`src/verilog/bsi_params.svh`:
```
/*
 * Register offsets, field positions, reset values and masks of the
 * command streamer interrupt and error reporting block.
 * Assumes a byte-addressed register port with 32-bit data words.
 */
`ifndef BSI_PARAMS_SVH
`define BSI_PARAMS_SVH

`define BSI_OFF_STATUS_PAGE_WRITE_MASK 20'h2_2098
`define BSI_OFF_INTERRUPT_MASK         20'h2_20a8
`define BSI_OFF_ERROR_IDENTITY         20'h2_20b0
`define BSI_OFF_ERROR_MASK             20'h2_20b4
`define BSI_OFF_ERROR_RAW_STATUS       20'h2_20b8
`define BSI_OFF_BATCH_HEAD_POINTER     20'h2_2140
`define BSI_OFF_WAIT_FLIP_FLAGS        20'h2_22d0
`define BSI_OFF_INTERRUPT_STATUS       20'h2_2080
`define BSI_OFF_INTERRUPT_IDENTITY     20'h2_20a4

`define BSI_RST_STATUS_PAGE_WRITE_MASK 32'h0fff_ffff
`define BSI_RST_INTERRUPT_MASK         32'h0fff_ffff
`define BSI_RST_ERROR_MASK             32'h0000_ffff
`define BSI_RST_ZERO                   32'h0000_0000

`define BSI_BIT_MASTER_ERROR   25
`define BSI_BIT_USER_EVENT     22
`define BSI_BIT_INSTR_ERROR    0
`define BSI_ERR_DEFINED        16'h0001
`define BSI_INT_DEFINED        32'h0240_0000
`define BSI_WFF_WRITABLE       32'h7fff_ffff
`define BSI_BATCH_ADDR_MASK    32'hffff_fff8

`endif

```
`src/verilog/bsi_pkg.sv`:
```
/*
 * Types shared by the interrupt and error reporting block.
 * Assumes bsi_params.svh is available on the include path.
 */
package bsi_pkg;
  typedef struct packed {
    logic        wr;
    logic        rd;
    logic [19:0] addr;
    logic [31:0] wdata;
  } bsi_req_t;

  typedef struct packed {
    logic        valid;
    logic [31:0] rdata;
  } bsi_rsp_t;

  typedef struct packed {
    logic        user_event;
    logic        instr_error;
    logic        batch_active;
    logic [31:3] batch_addr;
  } bsi_eng_t;

  typedef enum logic {BSI_IDLE, BSI_ANSWER} bsi_state_t;
endpackage : bsi_pkg

```
`src/verilog/bsi_status_write.sv`:
```
/*
 * Status page writer: posts the interrupt status word to the hardware
 * status page when a source enabled by the status page write mask rises.
 * Assumes the memory side accepts a posted write each cycle.
 */
`timescale 1ns/100ps
`include "bsi_params.svh"

module bsi_status_write
(
  input  wire logic        mclk_i,
  input  wire logic        rst_i,
  input  wire logic [31:0] status_i,
  input  wire logic [31:0] page_mask_i,
  input  wire logic [31:0] int_mask_i,
  output logic             write_o,
  output logic [31:0]      data_o
);
  logic [31:0] prev_reg;
  wire  [31:0] rise_w  = status_i & ~prev_reg;
  // Page mask alone decides the write; the interrupt mask is software's duty
  wire  [31:0] allow_w = rise_w & ~page_mask_i;
  wire  [31:0] unused_w = int_mask_i;

  always_ff @(posedge mclk_i)
  begin
    if (rst_i)
    begin
      prev_reg <= `BSI_RST_ZERO;
      write_o  <= 1'b0;
      data_o   <= `BSI_RST_ZERO;
    end
    else
    begin
      prev_reg <= status_i;
      write_o  <= |allow_w;
      data_o   <= status_i;
    end
  end
endmodule : bsi_status_write

```
`src/verilog/bsi_irq_report.sv`:
```
/*
 * Interrupt and error reporting registers of the blitter command streamer.
 * Assumes a single-cycle register port: one read or write per request,
 * answered one cycle later; engine events arrive synchronous to mclk_i.
 */
`timescale 1ns/100ps
`include "bsi_params.svh"

// Function
// - User event instruction sets user status bit; execution continues.
// - Status page write allowed where status page mask bit is zero.
// - Status bit enters interrupt identity only when interrupt mask is zero.
// - Raw error copied into error identity only when error mask unmasks.
// - Masked errors never reach identity, master error or interrupt.
// - Master error bit is OR of defined error identity bits.
// - Error identity bits stay set until reset; write-one clears are ignored.
// - Shared error layout: bit 0 instruction error, others read zero except error mask bits 15:1.
// - Instruction parser error raises instruction error condition.
// - Raw error status is read-only, shows live conditions.
// - Batch head pointer read-only: address bits 31:3, valid bit 0.
// - Wait flip flags kept across context save; bit 31 reserved.
module bsi_irq_report
  import bsi_pkg::*;
(
  input  wire logic              mclk_i,
  input  wire logic              rst_i,
  input  wire bsi_pkg::bsi_req_t req_i,
  input  wire bsi_pkg::bsi_eng_t eng_i,
  output bsi_pkg::bsi_rsp_t      rsp_o,
  output logic                   irq_o,
  output logic                   page_write_o,
  output logic [31:0]            page_data_o
);
  import bsi_pkg::*;

  logic [31:0] page_mask_reg;
  logic [31:0] int_mask_reg;
  logic [31:0] int_ident_reg;
  logic        user_event_reg;
  logic [15:0] err_ident_reg;
  logic [15:0] err_mask_reg;
  logic [31:0] wait_flip_reg;
  logic [31:0] batch_reg;
  bsi_rsp_t    rsp_reg;
  logic        irq_reg;

  // Decode
  wire wr_page   = req_i.wr && (req_i.addr == `BSI_OFF_STATUS_PAGE_WRITE_MASK);
  wire wr_imask  = req_i.wr && (req_i.addr == `BSI_OFF_INTERRUPT_MASK);
  wire wr_iident = req_i.wr && (req_i.addr == `BSI_OFF_INTERRUPT_IDENTITY);
  wire wr_eident = req_i.wr && (req_i.addr == `BSI_OFF_ERROR_IDENTITY);
  wire wr_emask  = req_i.wr && (req_i.addr == `BSI_OFF_ERROR_MASK);
  wire wr_wflip  = req_i.wr && (req_i.addr == `BSI_OFF_WAIT_FLIP_FLAGS);

  // Live error conditions, only the defined bit can be nonzero
  wire [15:0] err_raw_w = {15'h0000, eng_i.instr_error} & `BSI_ERR_DEFINED;
  wire [15:0] err_set_w = err_raw_w & ~err_mask_reg;
  // Fatal bit ignores write-one clears
  wire [15:0] err_clr_w = wr_eident ? (req_i.wdata[15:0] & ~`BSI_ERR_DEFINED) : 16'h0000;
  wire [15:0] err_ident_next = ((err_ident_reg & ~err_clr_w) | err_set_w) & `BSI_ERR_DEFINED;

  wire        master_err_w = |err_ident_reg;
  wire [31:0] int_status_w = ({31'h0, master_err_w} << `BSI_BIT_MASTER_ERROR)
                           | ({31'h0, user_event_reg} << `BSI_BIT_USER_EVENT);
  wire        user_clr_w = wr_iident && req_i.wdata[`BSI_BIT_USER_EVENT];
  // Sticky status being cleared now must not re-arm its own identity bit
  wire [31:0] int_src_w = user_clr_w ? (int_status_w & ~(32'h0000_0001 << `BSI_BIT_USER_EVENT)) : int_status_w;
  wire [31:0] int_set_w = int_src_w & ~int_mask_reg;
  wire [31:0] int_clr_w = wr_iident ? req_i.wdata : 32'h0000_0000;
  // Set wins over a same-cycle clear
  wire [31:0] int_ident_next = ((int_ident_reg & ~int_clr_w) | int_set_w) & `BSI_INT_DEFINED;

  // Write to the pointer is dropped; it is hardware owned
  wire [31:0] batch_next = ({eng_i.batch_addr, 3'b000} & `BSI_BATCH_ADDR_MASK)
                         | {31'h0, eng_i.batch_active};

  wire [31:0] rd_data_w =
      (req_i.addr == `BSI_OFF_STATUS_PAGE_WRITE_MASK) ? page_mask_reg :
      (req_i.addr == `BSI_OFF_INTERRUPT_MASK)         ? int_mask_reg :
      (req_i.addr == `BSI_OFF_INTERRUPT_IDENTITY)     ? int_ident_reg :
      (req_i.addr == `BSI_OFF_INTERRUPT_STATUS)       ? int_status_w :
      (req_i.addr == `BSI_OFF_ERROR_IDENTITY)         ? {16'h0000, err_ident_reg} :
      (req_i.addr == `BSI_OFF_ERROR_MASK)             ? {16'h0000, err_mask_reg} :
      (req_i.addr == `BSI_OFF_ERROR_RAW_STATUS)       ? {16'h0000, err_raw_w} :
      (req_i.addr == `BSI_OFF_BATCH_HEAD_POINTER)     ? batch_reg :
      (req_i.addr == `BSI_OFF_WAIT_FLIP_FLAGS)        ? wait_flip_reg :
                                                        32'h0000_0000;

  always_ff @(posedge mclk_i)
  begin
    if (rst_i)
    begin
      page_mask_reg  <= `BSI_RST_STATUS_PAGE_WRITE_MASK;
      int_mask_reg   <= `BSI_RST_INTERRUPT_MASK;
      int_ident_reg  <= `BSI_RST_ZERO;
      user_event_reg <= 1'b0;
      err_ident_reg  <= 16'h0000;
      err_mask_reg   <= 16'hffff;
      wait_flip_reg  <= `BSI_RST_ZERO;
      batch_reg      <= `BSI_RST_ZERO;
      rsp_reg        <= '0;
      irq_reg        <= 1'b0;
    end
    else
    begin
      if (wr_page)
        page_mask_reg <= req_i.wdata;
      if (wr_imask)
        int_mask_reg <= req_i.wdata;
      if (wr_emask)
        err_mask_reg <= req_i.wdata[15:0];
      // Bit 31 reserved; the value rides through context save untouched
      if (wr_wflip)
        wait_flip_reg <= req_i.wdata & `BSI_WFF_WRITABLE;
      // Status bit stays up until the identity bit is cleared by software
      if (eng_i.user_event)
        user_event_reg <= 1'b1;
      else if (user_clr_w)
        user_event_reg <= 1'b0;
      err_ident_reg <= err_ident_next;
      int_ident_reg <= int_ident_next;
      batch_reg     <= batch_next;
      rsp_reg.valid <= req_i.rd;
      rsp_reg.rdata <= req_i.rd ? rd_data_w : 32'h0000_0000;
      irq_reg       <= |int_ident_next;
    end
  end

  assign rsp_o = rsp_reg;
  assign irq_o = irq_reg;

  bsi_status_write u_status_write
  (
    .mclk_i      (mclk_i),
    .rst_i       (rst_i),
    .status_i    (int_status_w),
    .page_mask_i (page_mask_reg),
    .int_mask_i  (int_mask_reg),
    .write_o     (page_write_o),
    .data_o      (page_data_o)
  );
endmodule : bsi_irq_report

```
`config.mk`:
```
export PLATFORM = sky130hd
export DESIGN_NAME = bsi_irq_report
export DESIGN_NICKNAME = d
export VERILOG_FILES = /design/src/verilog/bsi_pkg.sv /design/src/verilog/bsi_status_write.sv /design/src/verilog/bsi_irq_report.sv
export VERILOG_INCLUDE_DIRS = /design/src /design/src/verilog
export SDC_FILE = /design/constraint.sdc
export NUM_CORES = 1
export LEC_CHECK = 0
export BUFFER_PORTS_ARGS = -buffer_cell sky130_fd_sc_hd__buf_2
export CAP_MARGIN = 20
export CORE_ASPECT_RATIO = 1.5
export CORE_MARGIN = 4
export CORE_UTILIZATION = 32
export CTS_CLUSTER_SIZE = 20
export DETAILED_ROUTE_END_ITERATION = 8
export PLACE_DENSITY = 0.64
export SYNTH_ARGS = -nofsm -noshare
export SYNTH_HDL_FRONTEND = slang
export SYNTH_SLANG_ARGS = --single-unit
```
`constraint.sdc`:
```
create_clock -name mclk_i -period 1.8 [get_ports mclk_i]
set_clock_uncertainty 0.1 [all_clocks]
set_input_delay 0.09 -clock mclk_i [delete_from_list [all_inputs] [get_ports mclk_i]]
set_output_delay 0.09 -clock mclk_i [all_outputs]
set_load 0.1 [all_outputs]
```
==> summary.txt <==
Status
  – Status: completed

Yosys
  – Synth top area cells: dfxtp_1 (50%), nand2_1 (12%), nand3b_1 (7.2%)
  – Asr flop ratio synth: 0%
  – EDFF count, synth: 0
  – Register area share after synthesis: 49.5%
  – Top cell type's share of synthesized area: 49.5%
  – Most common cell in the synthesized netlist: nand2_1
  – Commonest cells in the netlist: nand2_1 (228), dfxtp_1 (182), nand3b_1 (71), a21oi_1 (70), clkbuf_1 (37)
  – Top cell type by total area after synthesis: dfxtp_1
  – Post-synthesis cell area: 7360 um^2
  – Syn Inst Count: 826
  – Synth Register Bits: 182
  – Syn Area/Cell: 8.91 um^2
  – Top FF cell, synth: dfxtp_1
  – Cell variety after synth: 50
  – Yosys warns: 0

Finish
  – Fillers: 2201
  – Post-route cell area: 9610 um^2
  – Area delta synth->final: 30.7%
  – Final layout net count: 1113
  – Antenna diode count: 0
  – Layout cells sized above 1: 23.1%
  – Max FFs per register: 33
  – Post-layout util: 42.8%

GRT
  – Antenna violations before repair: 0
  – Largest net degree at the start of global routing: 108
  – GRT Util Overall: 16.2%
  – First-pass GRT wire length: 33500 um
  – Vias in the first global route: 6344
  – GRT overflow: 0

Floorplanning
  – Standard-cell rows: 67
  – Die area: 25500 um^2
  – Initial Utilization: 32.7%
  – Die span in y: 194 um
  – Core box area: 22500 um^2
  – Die width: 132 um
  – IO Count: 155

Routing
  – Antenna viol nets, final: 0
  – DRT iter0 DRCs: 535
  – DRT Wirelength: 20500 um
  – Vias: 6296
  – Drt wl/cell: 15.6 um
  – TritonRoute pass-1 iters: 5
  – DRC viols: 0
  – Vias per inst: 4.79

Clocking
  – Bufs on Longest Clock Path: 2
  – Clock latency on the worst-skew pair: 430 ps
  – Setup bufs post-CTS: 0
  – CTS clk-pin slew, worst paths: 70 ps
  – H-tree lvl count: 4
  – CTS sink count: 182
  – CTS Hold Bufs: 64
  – Resized Gates After CTS: 0
  – CTS tree: done
  – Total CTS buffers: 17
  – CTS root buffer: clkbuf_16

Worst setup path
  – Critical Path Source Type: input port
  – CP Class: input port to flip-flop
  – Critical path's top delay family: simple AND/OR/NAND/NOR gates
  – R2R Setup Slk: 570 ps
  – Largest stage delay, worst path: 400 ps
  – CP cell instances: buf_2 -> nor4b_4 -> buf_4 -> nand3_4 -> or3_4 -> nor2b_4 -> buf_12 -> a22oi_1 -> a21oi_1
  – WP data arrival: 1880 ps
  – CP max FO: 27
  – WP buf/inv: 3
  – Critical path's slowest cell: or3_4
  – Req. time, crit path: 2050 ps
  – CP Capture Type: flip-flop

Placed design
  – Dpl hpwl: 13600 um
  – DP Area: 8420 um^2
  – Setup WS pre-CTS: -260 ps
  – # port buffers: 124
  – GP Congestion: 0.770

STA
  – Final setup margin: 169 ps
  – Setup violators final: 0
  – Post-layout min period: 1630 ps
  – Final cycle utilization of the critical path: 90.6%
  – Fmax: 613 MHz
  – Max-slew headroom: 66.1%
  – Fin. max-slew vios: 0
  – Slew @ Worst Pin: 513 ps
  – Final hold violations: 0
  – Unrepaired setup endpoints after global routing: no

Pwr
  – P_leak: 4.01 nW
  – Peak supply drop: 651 uV
  – Cell Pwr Density: 871 nW/um^2

Worst hold path
  – Hold Path Class: input port to flip-flop

Run
  – Max-Cap Viols: 0
[final timing paths]
path | startpoint | endpoint | cells past startpoint
max reg2reg | err_ident_reg[0] | rsp_o[0] | 6
max | req_i[44] | rsp_o[12] | 9
min | req_i[53] | user_event_reg | 4
min reg2reg | wait_flip_reg[17] | wait_flip_reg[17] | 2
[cell usage in the layout, fill, tap and decap left out, types with 14 or more instances in the layout]
cell type | Yosys | layout
conb_1 | 1 | 30
nor2b_1 | 34 | 34
dlygate4sd3_1 | 0 | 64
a22oi_1 | 28 | 28
nand3b_1 | 71 | 71
clkbuf_16 | 0 | 17
buf_4 | 33 | 43
o21ai_0 | 17 | 17
a21oi_1 | 70 | 70
dfxtp_1 | 182 | 182
a22oi_2 | 14 | 14
a221oi_1 | 17 | 17
nand2_1 | 228 | 228
buf_2 | 12 | 123
[worst reg2reg max path, delay by kind of cell (launching register included)]
| kind | cells | cell delay (ps) |
|---|---|---|
| AND/OR/NAND/NOR | 2 | 160 |
| flip-flops | 1 | 450 |
| AO/OA/AOI/OAI | 4 | 480 |
[kinds of logic after synthesis]
| kind of cell | Yosys count | synth area share (%) |
|---|---|---|
| buffers and inverters | 91 | 7.04 |
| DFF | 182 | 49.5 |
| and+or+nand+nor | 387 | 28.1 |
| other | 1 | 0.0510 |
| AOI/OAI and AO/OA | 165 | 15.3 |
[power breakdown]
part	switching (mW)	total [mW]	internal (mW)
clock	1.61	3.55	1.93
combinational	0.488	0.739	0.251
sequential	0.0169	4.08	4.06
[routing by layer]
| layer | GRT usage (%) | routed length [um] | share of wire, % | vias to the layer above |
|---|---|---|---|---|
| li1 | - | - | - | 3146 |
| met1 | 19.6 | 8600 | 42 | 2973 |
| met2 | 29.2 | 10700 | 52 | 160 |
| met3 | 3.01 | 968 | 4.7 | 17 |
| met4 | 4.40 | 234 | 1.1 | 0 |
| met5 | 0 | 0 | 0 | - |
[per-stage QoR]
| step | power (mW) | TNS (ps) | hold slack, ps | std cells |
|---|---|---|---|---|
| finish | 8.37 | 0 | 21.3 | 1314 |
| global route | 8.65 | 0 | 36.9 | 1314 |
| CTS | 8.46 | 0 | 3.60 | 1314 |
| detailed placement | 4.81 | -22510 | 204 | 1218 |
| global placement | 4.81 | -21500 | 200 | 1218 |
| floorplan | 4.64 | 0 | 107 | 855 |
[final cells by class]
type	instances	area [um^2]	share of cell area [%]
sequential	182	3640	37.9
multi-input combinational	582	3310	34.5
timing repair buffer	238	1740	18.1
clock buffer	20	437	4.54
tap	276	345	3.59
clock inverter	12	118	1.22
inverter	4	15.0	0.156
No activity file was read; power rests on OpenSTA's default activity.
